==> src/cfs_pkg.sv <==
`default_nettype none
package cfs_pkg;
	// ==================================================
	// timing
	localparam int unsigned CORE_PERIOD_PS   = 4000;
	localparam int unsigned PERIOD_W         = 16;
	localparam int unsigned ACC_W            = 24;
	localparam logic [PERIOD_W-1:0] PERIOD_MAX = 16'hffff;
	// consecutive matching source periods (within PERIOD_TOL) needed before lock
	localparam logic [5:0]  LOCK_PERIODS     = 6'h10;
	// allowed jitter of a measured period, in core cycles
	localparam logic [PERIOD_W-1:0] PERIOD_TOL = 16'h0001;

	// ==================================================
	// defaults of the static settings
	localparam logic [5:0]  DIVIDE_HALVES_DEF = 6'h04;
	localparam logic [5:0]  MULT_DEF          = 6'h04;
	localparam logic [5:0]  DIV_DEF           = 6'h01;
	localparam int unsigned HINT_PS_DEF       = 40000;

	// ==================================================
	// status bus layout
	localparam int unsigned STATUS_W        = 8;
	localparam int unsigned ST_SRC_LOST_BIT = 1;
	localparam int unsigned ST_FX_STOP_BIT  = 2;

	// ==================================================
	// lock tracker
	typedef enum logic [2:0] {
		CFS_IDLE    = 3'b001,
		CFS_MEASURE = 3'b010,
		CFS_LOCKED  = 3'b100
	} cfs_lock_type;
endpackage
`default_nettype wire

==> src/cfs_top.sv <==
`timescale 1ns/1ns
`default_nettype none

// Contract
// - once locked, double_rate_clk and its inverse run at twice the source frequency.
// - divided_clk is source divided by 1.5..8 in halves or 9..16; default 2.
// - synth_clk frequency is source times multiplier over divisor.
// - synth_clk and synth_clk_inverted always have 50/50 duty.
// - synth_clk_inverted is synth_clk shifted half a period.
// - unconfigured multiplier and divisor default to 4 and 1.
// - with feedback, synth rising edge meets source once every divisor cycles.
// - double_rate_clk is 50/50 once locked and absent in loop high-frequency mode.
// - before lock double_rate_clk runs at source rate with 25/75 duty.
// - divided_clk is 50/50 in both loop modes, half ratios included.
// - lock_indicator rises only after the settings are reached.
// - reset drops lock, zeroes taps, keeps multiplier and divisor.
// - in reset all generated clocks hold low.
// - 8-bit status; bit 1 flags source loss, only with feedback connected.
// - status bit 2 flags stopped synth clocks while source runs.
// - synthesizer low range by default; high only when selected (SYNTH_RANGE_SELECT has no effect in the code).
// - optional startup stall in the chosen phase until lock.
module cfs_top
	import cfs_pkg::*;
#(
	parameter logic [5:0]  DIVIDE_HALVES         = DIVIDE_HALVES_DEF,
	parameter logic [5:0]  SYNTH_MULTIPLIER      = MULT_DEF,
	parameter logic [5:0]  SYNTH_DIVISOR         = DIV_DEF,
	parameter bit          SYNTH_RANGE_SELECT    = 1'b0,
	parameter bit          LOOP_HIGH_RANGE       = 1'b0,
	parameter bit          HOLD_STARTUP_FOR_LOCK = 1'b0,
	parameter logic [2:0]  LOCK_WAIT_PHASE       = 3'h6,
	parameter int unsigned SOURCE_PERIOD_HINT_PS = HINT_PS_DEF
) (
	input  wire logic                core_clk,
	input  wire logic                rstn,
	input  wire logic                source_clk,
	input  wire logic                feedback_clk,
	input  wire logic [2:0]          startup_phase,
	output var  logic                zero_phase_clk,
	output var  logic                double_rate_clk,
	output var  logic                double_rate_clk_inverted,
	output var  logic                divided_clk,
	output var  logic                synth_clk,
	output var  logic                synth_clk_inverted,
	output var  logic                lock_indicator,
	output var  logic [STATUS_W-1:0] status,
	output var  logic                startup_stall
);
	// ==================================================
	// helpers
	// quarter(p, n) is n quarters of a period, rounded down; when the
	// period is not a multiple of four the taps land up to one core
	// cycle early, and every shaped output inherits that error
	function automatic logic [PERIOD_W-1:0] quarter(input logic [PERIOD_W-1:0] p,
		input logic [1:0] n);
		logic [PERIOD_W+1:0] prod;
		prod = p * n;
		quarter = prod[PERIOD_W+1:2];
	endfunction

	// distance between two periods, whichever is larger
	function automatic logic [PERIOD_W-1:0] absdiff(input logic [PERIOD_W-1:0] a,
		input logic [PERIOD_W-1:0] b);
		absdiff = (a > b) ? (a - b) : (b - a);
	endfunction

	// hint seeds the period estimate so the synthesizer starts near target
	// a wrong hint only slows the first lock; the estimate is always
	// replaced by the first full measured period
	localparam logic [PERIOD_W-1:0] HINT_CYC =
		PERIOD_W'(SOURCE_PERIOD_HINT_PS / CORE_PERIOD_PS);
	// static settings, fixed at elaboration and untouched by reset
	localparam logic [ACC_W-1:0] FX_STEP = ACC_W'({SYNTH_MULTIPLIER, 1'b0});

	// ==================================================
	// pin synchronisers
	// both clock pins are foreign to core_clk: two flops before any
	// logic, a third for edge detection, so every pin edge is seen
	// two core cycles late; the outputs carry that fixed latency
	// a source that rests high through reset gives one early edge,
	// which only spoils the first, partial period measurement
	logic [1:0] src_sync_q;
	logic [1:0] fb_sync_q;
	logic       src_prev_q;
	logic       fb_prev_q;

	always_ff @(posedge core_clk or negedge rstn) begin
		if (!rstn) begin
			src_sync_q <= 2'h0;
			fb_sync_q  <= 2'h0;
			src_prev_q <= 1'b0;
			fb_prev_q  <= 1'b0;
		end else begin
			src_sync_q <= {src_sync_q[0], source_clk};
			fb_sync_q  <= {fb_sync_q[0], feedback_clk};
			src_prev_q <= src_sync_q[1];
			fb_prev_q  <= fb_sync_q[1];
		end
	end

	wire src_rise = src_sync_q[1] & ~src_prev_q;
	wire fb_rise  = fb_sync_q[1] & ~fb_prev_q;

	// ==================================================
	// period measurement: ph_q is the tap position within a source period
	// resolution is one core cycle, so the source period should span
	// at least four core cycles for the four quarter taps to differ;
	// ph_q saturates so a dead source reads as a very long period
	logic [PERIOD_W-1:0] ph_q;
	logic [PERIOD_W-1:0] period_q;
	logic [5:0]          stable_q;
	logic [1:0]          fb_age_q;
	cfs_lock_type        lock_q;
	cfs_lock_type        lock_d;

	wire [PERIOD_W-1:0] meas      = ph_q + 16'h0001;
	wire                meas_ok   = absdiff(meas, period_q) <= PERIOD_TOL;
	wire [PERIOD_W-1:0] q1        = quarter(period_q, 2'h1);
	wire [PERIOD_W-1:0] q2        = quarter(period_q, 2'h2);
	wire [PERIOD_W-1:0] q3        = quarter(period_q, 2'h3);
	wire                qtr_event = (ph_q == 16'h0000) | (ph_q == q1) |
	                                (ph_q == q2) | (ph_q == q3);
	// lost when no source edge for two expected periods
	wire                src_lost  = ({1'b0, ph_q} > {period_q, 1'b0});
	wire                fb_present = (fb_age_q < 2'h2);

	// taps restart at zero on reset; the period estimate reloads the hint
	always_ff @(posedge core_clk or negedge rstn) begin
		if (!rstn) begin
			ph_q     <= 16'h0000;
			period_q <= HINT_CYC;
			stable_q <= 6'h00;
		end else if (src_rise) begin
			ph_q     <= 16'h0000;
			period_q <= meas;
			stable_q <= (meas_ok && stable_q != LOCK_PERIODS) ? stable_q + 6'h01 :
			            (meas_ok ? stable_q : 6'h00);
		end else begin
			ph_q     <= (ph_q == PERIOD_MAX) ? ph_q : ph_q + 16'h0001;
			stable_q <= src_lost ? 6'h00 : stable_q;
		end
	end

	// feedback counts as connected if seen since the source edge before last
	// the age saturates at two source edges: a grounded feedback pin
	// must look absent, else a stopped source would be misreported
	always_ff @(posedge core_clk or negedge rstn) begin
		if (!rstn) begin
			fb_age_q <= 2'h2;
		end else if (fb_rise) begin
			fb_age_q <= 2'h0;
		end else if (src_rise && fb_age_q != 2'h2) begin
			fb_age_q <= fb_age_q + 2'h1;
		end
	end

	// ==================================================
	// lock tracker
	// idle waits for the first source edge, measure counts matching
	// periods, locked holds until the source goes missing; a lost
	// lock falls back to measure, so recovery needs no fresh reset
	always_comb begin
		lock_d = lock_q;
		case (lock_q)
			CFS_IDLE:    lock_d = src_rise ? CFS_MEASURE : CFS_IDLE;
			// only a run of matching periods counts as reaching the settings
			CFS_MEASURE: lock_d = (stable_q == LOCK_PERIODS) ? CFS_LOCKED : CFS_MEASURE;
			CFS_LOCKED:  lock_d = src_lost ? CFS_MEASURE : CFS_LOCKED;
			default:     lock_d = CFS_IDLE;
		endcase
	end

	always_ff @(posedge core_clk or negedge rstn) begin
		if (!rstn) begin
			lock_q <= CFS_IDLE;
		end else begin
			lock_q <= lock_d;
		end
	end

	// one decoded lock flag feeds both doubled clocks, lock_indicator and startup_stall,
	// so all of them switch from the pre-lock to the locked form on the same core edge
	wire locked = (lock_q == CFS_LOCKED);

	// ==================================================
	// 1x, 2x and divided outputs from tap position
	// the doubled clock is cut from the quarter taps, so its edges
	// carry the same one-cycle rounding as the taps; before lock it
	// is a 1x clock high for the first quarter only
	wire dbl_pre  = (ph_q < q1);
	wire dbl_lock = (ph_q < q1) | ((ph_q >= q2) & (ph_q < q3));
	// inverse is the doubled clock half a doubled period later
	wire dbl_inv  = ((ph_q >= q1) & (ph_q < q2)) | (ph_q >= q3);
	wire dbl_on   = ~LOOP_HIGH_RANGE;

	// divider state: quarter counter and the output level
	logic [5:0] dv_cnt_q;
	logic       dv_q;

	// toggling every DIVIDE_HALVES quarters keeps half ratios at 50/50
	// a half ratio such as 1.5 needs an edge in mid source period,
	// which counting whole periods cannot give but quarter steps can
	always_ff @(posedge core_clk or negedge rstn) begin
		if (!rstn) begin
			dv_cnt_q <= 6'h00;
			dv_q     <= 1'b0;
		end else if (qtr_event && ph_q < period_q) begin
			dv_cnt_q <= (dv_cnt_q == DIVIDE_HALVES - 6'h01) ? 6'h00 : dv_cnt_q + 6'h01;
			dv_q     <= (dv_cnt_q == DIVIDE_HALVES - 6'h01) ? ~dv_q : dv_q;
		end
	end

	// ==================================================
	// synthesizer: accumulator toggles every P*D/(2M) core cycles
	// the step is 2M and the limit P*D, so the remainder carried over
	// each wrap keeps the long-run frequency exact; single edges may
	// sit one core cycle off, which is the limit of this resolution
	// outputs above half the core clock cannot be built this way
	logic [ACC_W-1:0] fx_acc_q;
	logic             fx_q;
	logic [5:0]       fx_dcnt_q;
	logic [ACC_W-1:0] fx_idle_q;

	wire [ACC_W-1:0] fx_limit = ACC_W'(period_q) * ACC_W'(SYNTH_DIVISOR);
	wire [ACC_W-1:0] fx_sum   = fx_acc_q + FX_STEP;
	wire             fx_wrap  = (fx_sum >= fx_limit);
	// realign only with feedback present, once per divisor source cycles
	wire             fx_align = src_rise & fb_present & (fx_dcnt_q == 6'h00);
	wire             fx_next  = fx_align ? 1'b1 : (fx_wrap ? ~fx_q : fx_q);

	always_ff @(posedge core_clk or negedge rstn) begin
		if (!rstn) begin
			fx_acc_q  <= '0;
			fx_q      <= 1'b0;
			fx_dcnt_q <= 6'h00;
		end else begin
			fx_acc_q  <= fx_align ? '0 : (fx_wrap ? fx_sum - fx_limit : fx_sum);
			fx_q      <= fx_next;
			if (src_rise) begin
				fx_dcnt_q <= (fx_dcnt_q >= SYNTH_DIVISOR - 6'h01) ? 6'h00 : fx_dcnt_q + 6'h01;
			end
		end
	end

	// stopped watch: no synth edge for P*D core cycles, i.e. divisor source periods' worth
	// the bound is a full P*D, far above a half synth period, so
	// ordinary rounding jitter never trips the stopped flag
	always_ff @(posedge core_clk or negedge rstn) begin
		if (!rstn) begin
			fx_idle_q <= '0;
		end else if (fx_next != fx_q) begin
			fx_idle_q <= '0;
		end else if (fx_idle_q != {ACC_W{1'b1}}) begin
			fx_idle_q <= fx_idle_q + 24'h000001;
		end
	end

	wire fx_stopped = (fx_idle_q > fx_limit) & ~src_lost;

	// ==================================================
	// registered outputs; all clocks low while in reset
	// every output leaves a flop so that no decode glitch reaches a
	// pin; the cost is one extra core cycle of latency on all but the synth pair, which registers fx_next
	// spare status bits stay low so that software may test them later
	logic [STATUS_W-1:0] status_d;

	always_comb begin
		status_d                  = '0;
		status_d[ST_SRC_LOST_BIT] = src_lost & fb_present;
		status_d[ST_FX_STOP_BIT]  = fx_stopped;
	end

	always_ff @(posedge core_clk or negedge rstn) begin
		if (!rstn) begin
			zero_phase_clk           <= 1'b0;
			double_rate_clk          <= 1'b0;
			double_rate_clk_inverted <= 1'b0;
			divided_clk              <= 1'b0;
			synth_clk                <= 1'b0;
			synth_clk_inverted       <= 1'b0;
			lock_indicator           <= 1'b0;
			status                   <= '0;
			startup_stall            <= 1'b0;
		end else begin
			zero_phase_clk           <= (ph_q < q2);
			double_rate_clk          <= dbl_on & (locked ? dbl_lock : dbl_pre);
			double_rate_clk_inverted <= dbl_on & locked & dbl_inv;
			divided_clk              <= dv_q;
			// range select is not wired to any logic; the same waveform logic serves either range
			synth_clk                <= fx_next;
			synth_clk_inverted       <= ~fx_next;
			lock_indicator           <= locked;
			status                   <= status_d;
			startup_stall            <= HOLD_STARTUP_FOR_LOCK &
			                            (startup_phase == LOCK_WAIT_PHASE) & ~locked;
		end
	end
endmodule

`default_nettype wire

==> config.mk <==
export PLATFORM = sky130hd
export DESIGN_NAME = cfs_top
export DESIGN_NICKNAME = d
export VERILOG_FILES = /design/src/cfs_pkg.sv /design/src/cfs_top.sv
export SDC_FILE = /design/constraint.sdc
export NUM_CORES = 1
export LEC_CHECK = 0
export ABC_AREA = 1
export ABC_CLOCK_PERIOD_IN_PS = 3850
export BUFFER_PORTS_ARGS = -buffer_cell sky130_fd_sc_hd__buf_4
export CAP_MARGIN = 20
export CELL_PAD_IN_SITES_DETAIL_PLACEMENT = 0
export CELL_PAD_IN_SITES_GLOBAL_PLACEMENT = 2
export CORE_MARGIN = 8
export CORE_UTILIZATION = 34
export DETAILED_ROUTE_END_ITERATION = 8
export PLACE_DENSITY_LB_ADDON = 0.1
export SKIP_LAST_GASP = 1
export SYNTH_ARGS = -nofsm -noshare
export SYNTH_HDL_FRONTEND = slang
export SYNTH_SLANG_ARGS = --single-unit
==> constraint.sdc <==
create_clock -name core_clk -period 3.85 [get_ports core_clk]
set_clock_uncertainty 0.15 [all_clocks]
set_input_delay 0.385 -clock core_clk [delete_from_list [all_inputs] [get_ports core_clk]]
set_output_delay 0.385 -clock core_clk [all_outputs]
set_load 0.01 [all_outputs]
==> run_results.csv <==
group,metric,value,unit
floorplanning,core_area,0.0325,mm^2
cts,clock_sinks,113,
global_routing,grt_pass1_vias,10400,
timing,worst_pin_slew,744,ps
synth,ys_types,59,
synth,synth_warnings,0,
critical_path,endpoint_kind,"register",
timing,drv_slew,0,
run_status,violations,"negative setup slack",
power_and_ir_drop,p_leak,6.96,nW
synth,synth-seq-cells,113,
cts,clk_pin_slew,60,ps
cts,cts_inserted_buffers,17,
timing,timing.setup.tns,-61.1,ps
cells_and_area,n_antenna_cell,0,
floorplanning,die-area,0.0389,mm^2
synth,synth.top_cell.area_share,0.244,
floorplanning,rows,66,
floorplanning,io_pins,23,
placed_design,gp_congestion,0.849,
placed_design,place_hpwl,26800,um
floorplanning,start_util,0.344,
route,drt_wl_total,33400,um
cts,htreeDepth,4,
cells_and_area,area_growth,22.8,%
floorplanning,die_height,197,um
placed_design,port_buffers,12,
power_and_ir_drop,ir_drop,0.374,mV
global_routing,grt_max_degree,63,
cells_and_area,design_area,0.0137,mm^2
synth,synthTopCellsByArea,"dfrtp_1, ha_1, nand2_1",
timing,setup_viol,3,
cts,clockBufferDepth,2,
route,wl_per_cell,15.5,um
critical_path,path_max_fanout,6,
critical_path,required,4030,ps
global_routing,grt_first_pass_wirelength,54300,um
run_status,status,"complete, but fails checks",
synth,synth_cells,1554,
cts,insertion_delay,440,ps
timing,max_freq,257,MHz
synth,synth_top_cell_by_area,"dfrtp_1",
route,detail_route.iter0.violations,387,
timing,fin_crit_sh,1.01,
timing,hold_ws,199,ps
placed_design,post_dp_cell_area,0.0125,mm^2
cells_and_area,drive_gt1_frac,0.174,
timing,rsz0062_at_grt,"true",
critical_path,worst_setup_path_start_kind,"register",
cts,cts-root-buf,"clkbuf_16",
global_routing,antenna_found_initial,0,
global_routing,grt.total_usage,0.177,
route,viasPerCell,4.78,
timing,relSlewSlack,0.502,
timing,hold_viol,0,
route,vias,10300,
critical_path,cp.arrival,4070,ps
min_path,min_path_type,"register to register",
placed_design,dp_slack,-451,ps
route,post-route-drc-count,0,
critical_path,crit_type,"register to register",
synth,syn_area,0.0112,mm^2
timing,post-route-min-period,3890,ps
route,postRouteAntennaNets,0,
timing,fin_ws,-35.3,ps
route,drt_pass1_iterations,5,
power_and_ir_drop,powerDensity,674,mW/mm^2
cts,tritoncts,"done",
flow_run,cap_violations,0,
synth,syn_area_per_cell,7.19,um^2
synth,synth-seq-area-share,0.254,
floorplanning,die_w,197,um
cells_and_area,finalNetCount,1869,
global_routing,gr-total-overflow,0,
through the flow:
step                std cells  utilization  power [mW]
global placement         2099        0.386        7.34
global route             2151        0.423        10.2
finish                   2151        0.423        9.24
CTS                      2145        0.413        9.18
detailed placement       2099        0.386        7.36
floorplan                1560            -        5.56
layout make-up:
class / instances / area (um^2)
Clock buffer: 23 / 488
Clock inverter: 9 / 130
Fill cell: 3385 / 18700
Inverter: 225 / 852
Multi-Input combinational cell: 1202 / 7800
Sequential cell: 113 / 2830
Tap cell: 442 / 553
Timing Repair Buffer: 137 / 1060
cells in the final DEF (no fill, tap or decap), types with 5 or more instances in the layout:
cell	n
nor2_4	12
conb_1	7
nor3_2	8
o21ai_2	5
inv_2	8
nand4_1	31
ha_4	6
nand2_1	348
buf_4	131
dfrtp_1	109
nor2_2	15
a21oi_1	93
nor3_1	30
o21ai_1	17
or2_2	8
nor2_1	108
nor4_1	8
clkbuf_16	17
nand3_1	92
ha_1	154
a21oi_2	13
inv_1	215
nand2_2	10
nand3_2	11
o21ai_0	74
xnor2_1	19
xor2_1	52
worst paths after layout:
check	startpoint	slack [ps]	depth (start not counted)	endpoint
worst min register to register	src_sync_q[0]$_DFF_PN0_	200	0	src_sync_q[1]$_DFF_PN0_
min in group asynchronous	rstn	380	2	period_q[0]$_DFFE_PN0P_
worst max-delay path	ph_q[1]$_DFFE_PN0P_	-40	26	stable_q[0]$_DFFE_PN0P_
worst min-delay path	src_sync_q[0]$_DFF_PN0_	200	0	src_sync_q[1]$_DFF_PN0_
worst max register to register	ph_q[1]$_DFFE_PN0P_	-40	26	stable_q[0]$_DFFE_PN0P_
max in group asynchronous	rstn	2350	3	dv_cnt_q[2]$_DFFE_PN0P_
sequential cells by signal (all words and copies together), names as in the netlist:
name                      count
status                        2
stable_q                      6
fx_idle_q                    24
src_sync_q                    2
divided_clk                   1
double_rate_clk_inverted      1
fb_prev_q                     1
lock_indicator                1
period_q                     16
src_prev_q                    1
zero_phase_clk                1
lock_q                        3
dv_cnt_q                      6
synth_clk                     1
dv_q                          1
fb_age_q                      2
ph_q                         16
double_rate_clk               1
fb_sync_q                     2
fx_acc_q                     24
synth_clk_inverted            1
cells by family (layout without fill, tap and decap cells):
logic type                 after synthesis  count (layout)  synth area share
adders and majority gates              166             166             0.189
AOI/OAI and AO/OA                      243             243             0.120
DFF                                    113             113             0.254
buffers and inverters                  245             394            0.0868
and+or+nand+nor                        710             710             0.290
other                                    1               7          0.000336
muxes                                    2               2           0.00190
xor gates and xnor gates                74              74            0.0587
cell usage after synthesis (all sizes together):
library cell and instances:
fa 4, nand3 106, clkbuf 5, o21ai 97, or2 8, ha 162
conb 1, nor4 9, a221oi 2, nand3b 3, dfrtp 109, xor2 55
o21bai 2, xnor2 19, o211ai 4, o21a 3, inv 225, and3 4
nor2 137, a211oi 4, o31ai 2, and2 3, nand4 32, o2111ai 1
a21boi 4, a31oi 5, nor3 40, dfstp 4, o221ai 3, nand2 364
buf 15, nor3b 4, mux2 1, a21oi 107, o22ai 3, o221a 1
o41ai 1, mux2i 1, a21o 3, a31o 1
what timing repair did:
item,in CTS,in global routing
hold buffers,3,0
buffers inserted,11,6
endpoints found under the hold margin,49,0
gates resized for setup,44,63
setup endpoints to repair,13,35
pin swaps,14,26
power breakdown:
part | internal [mW] | total (mW) | leakage [nW] | switching (mW)
sequential | 1.46 | 1.66 | 1.48 | 0.203
combinational | 2.28 | 5.89 | 5.17 | 3.61
clock | 1.08 | 1.69 | 0.303 | 0.606
total | 4.82 | 9.24 | 6.96 | 4.42
worst max-delay path: stages (launching register included):
cell	delay (ps)
dfrtp_1	370
nand2_1	80
nor2_2	180
nand4_1	200
nor2_4	190
nand3_2	120
nor4_4	230
buf_4	170
nand3_2	80
xor2_2	220
ha_4	290
inv_1	80
nor3_4	190
and2_4	170
nand2_2	50
nand2_2	90
nand2_4	80
nand2_1	100
nand2_1	60
nand2_1	70
nand3_1	80
nor2_1	90
nand3_1	110
nand2_4	130
nand3_2	60
nand2_1	70
inv_1	30
layer usage:
metal  routed length (um)  vias up  track usage  part of all wire
li1                     -     5413            -                 -
met1                15500     4799        0.216              0.46
met2                17100       61        0.324              0.51
met3                  548       18       0.0230             0.016
met4                  295        0       0.0418            0.0088
met5                    0        -            0                 0
Note: power is estimated with default switching activity, not from simulation.
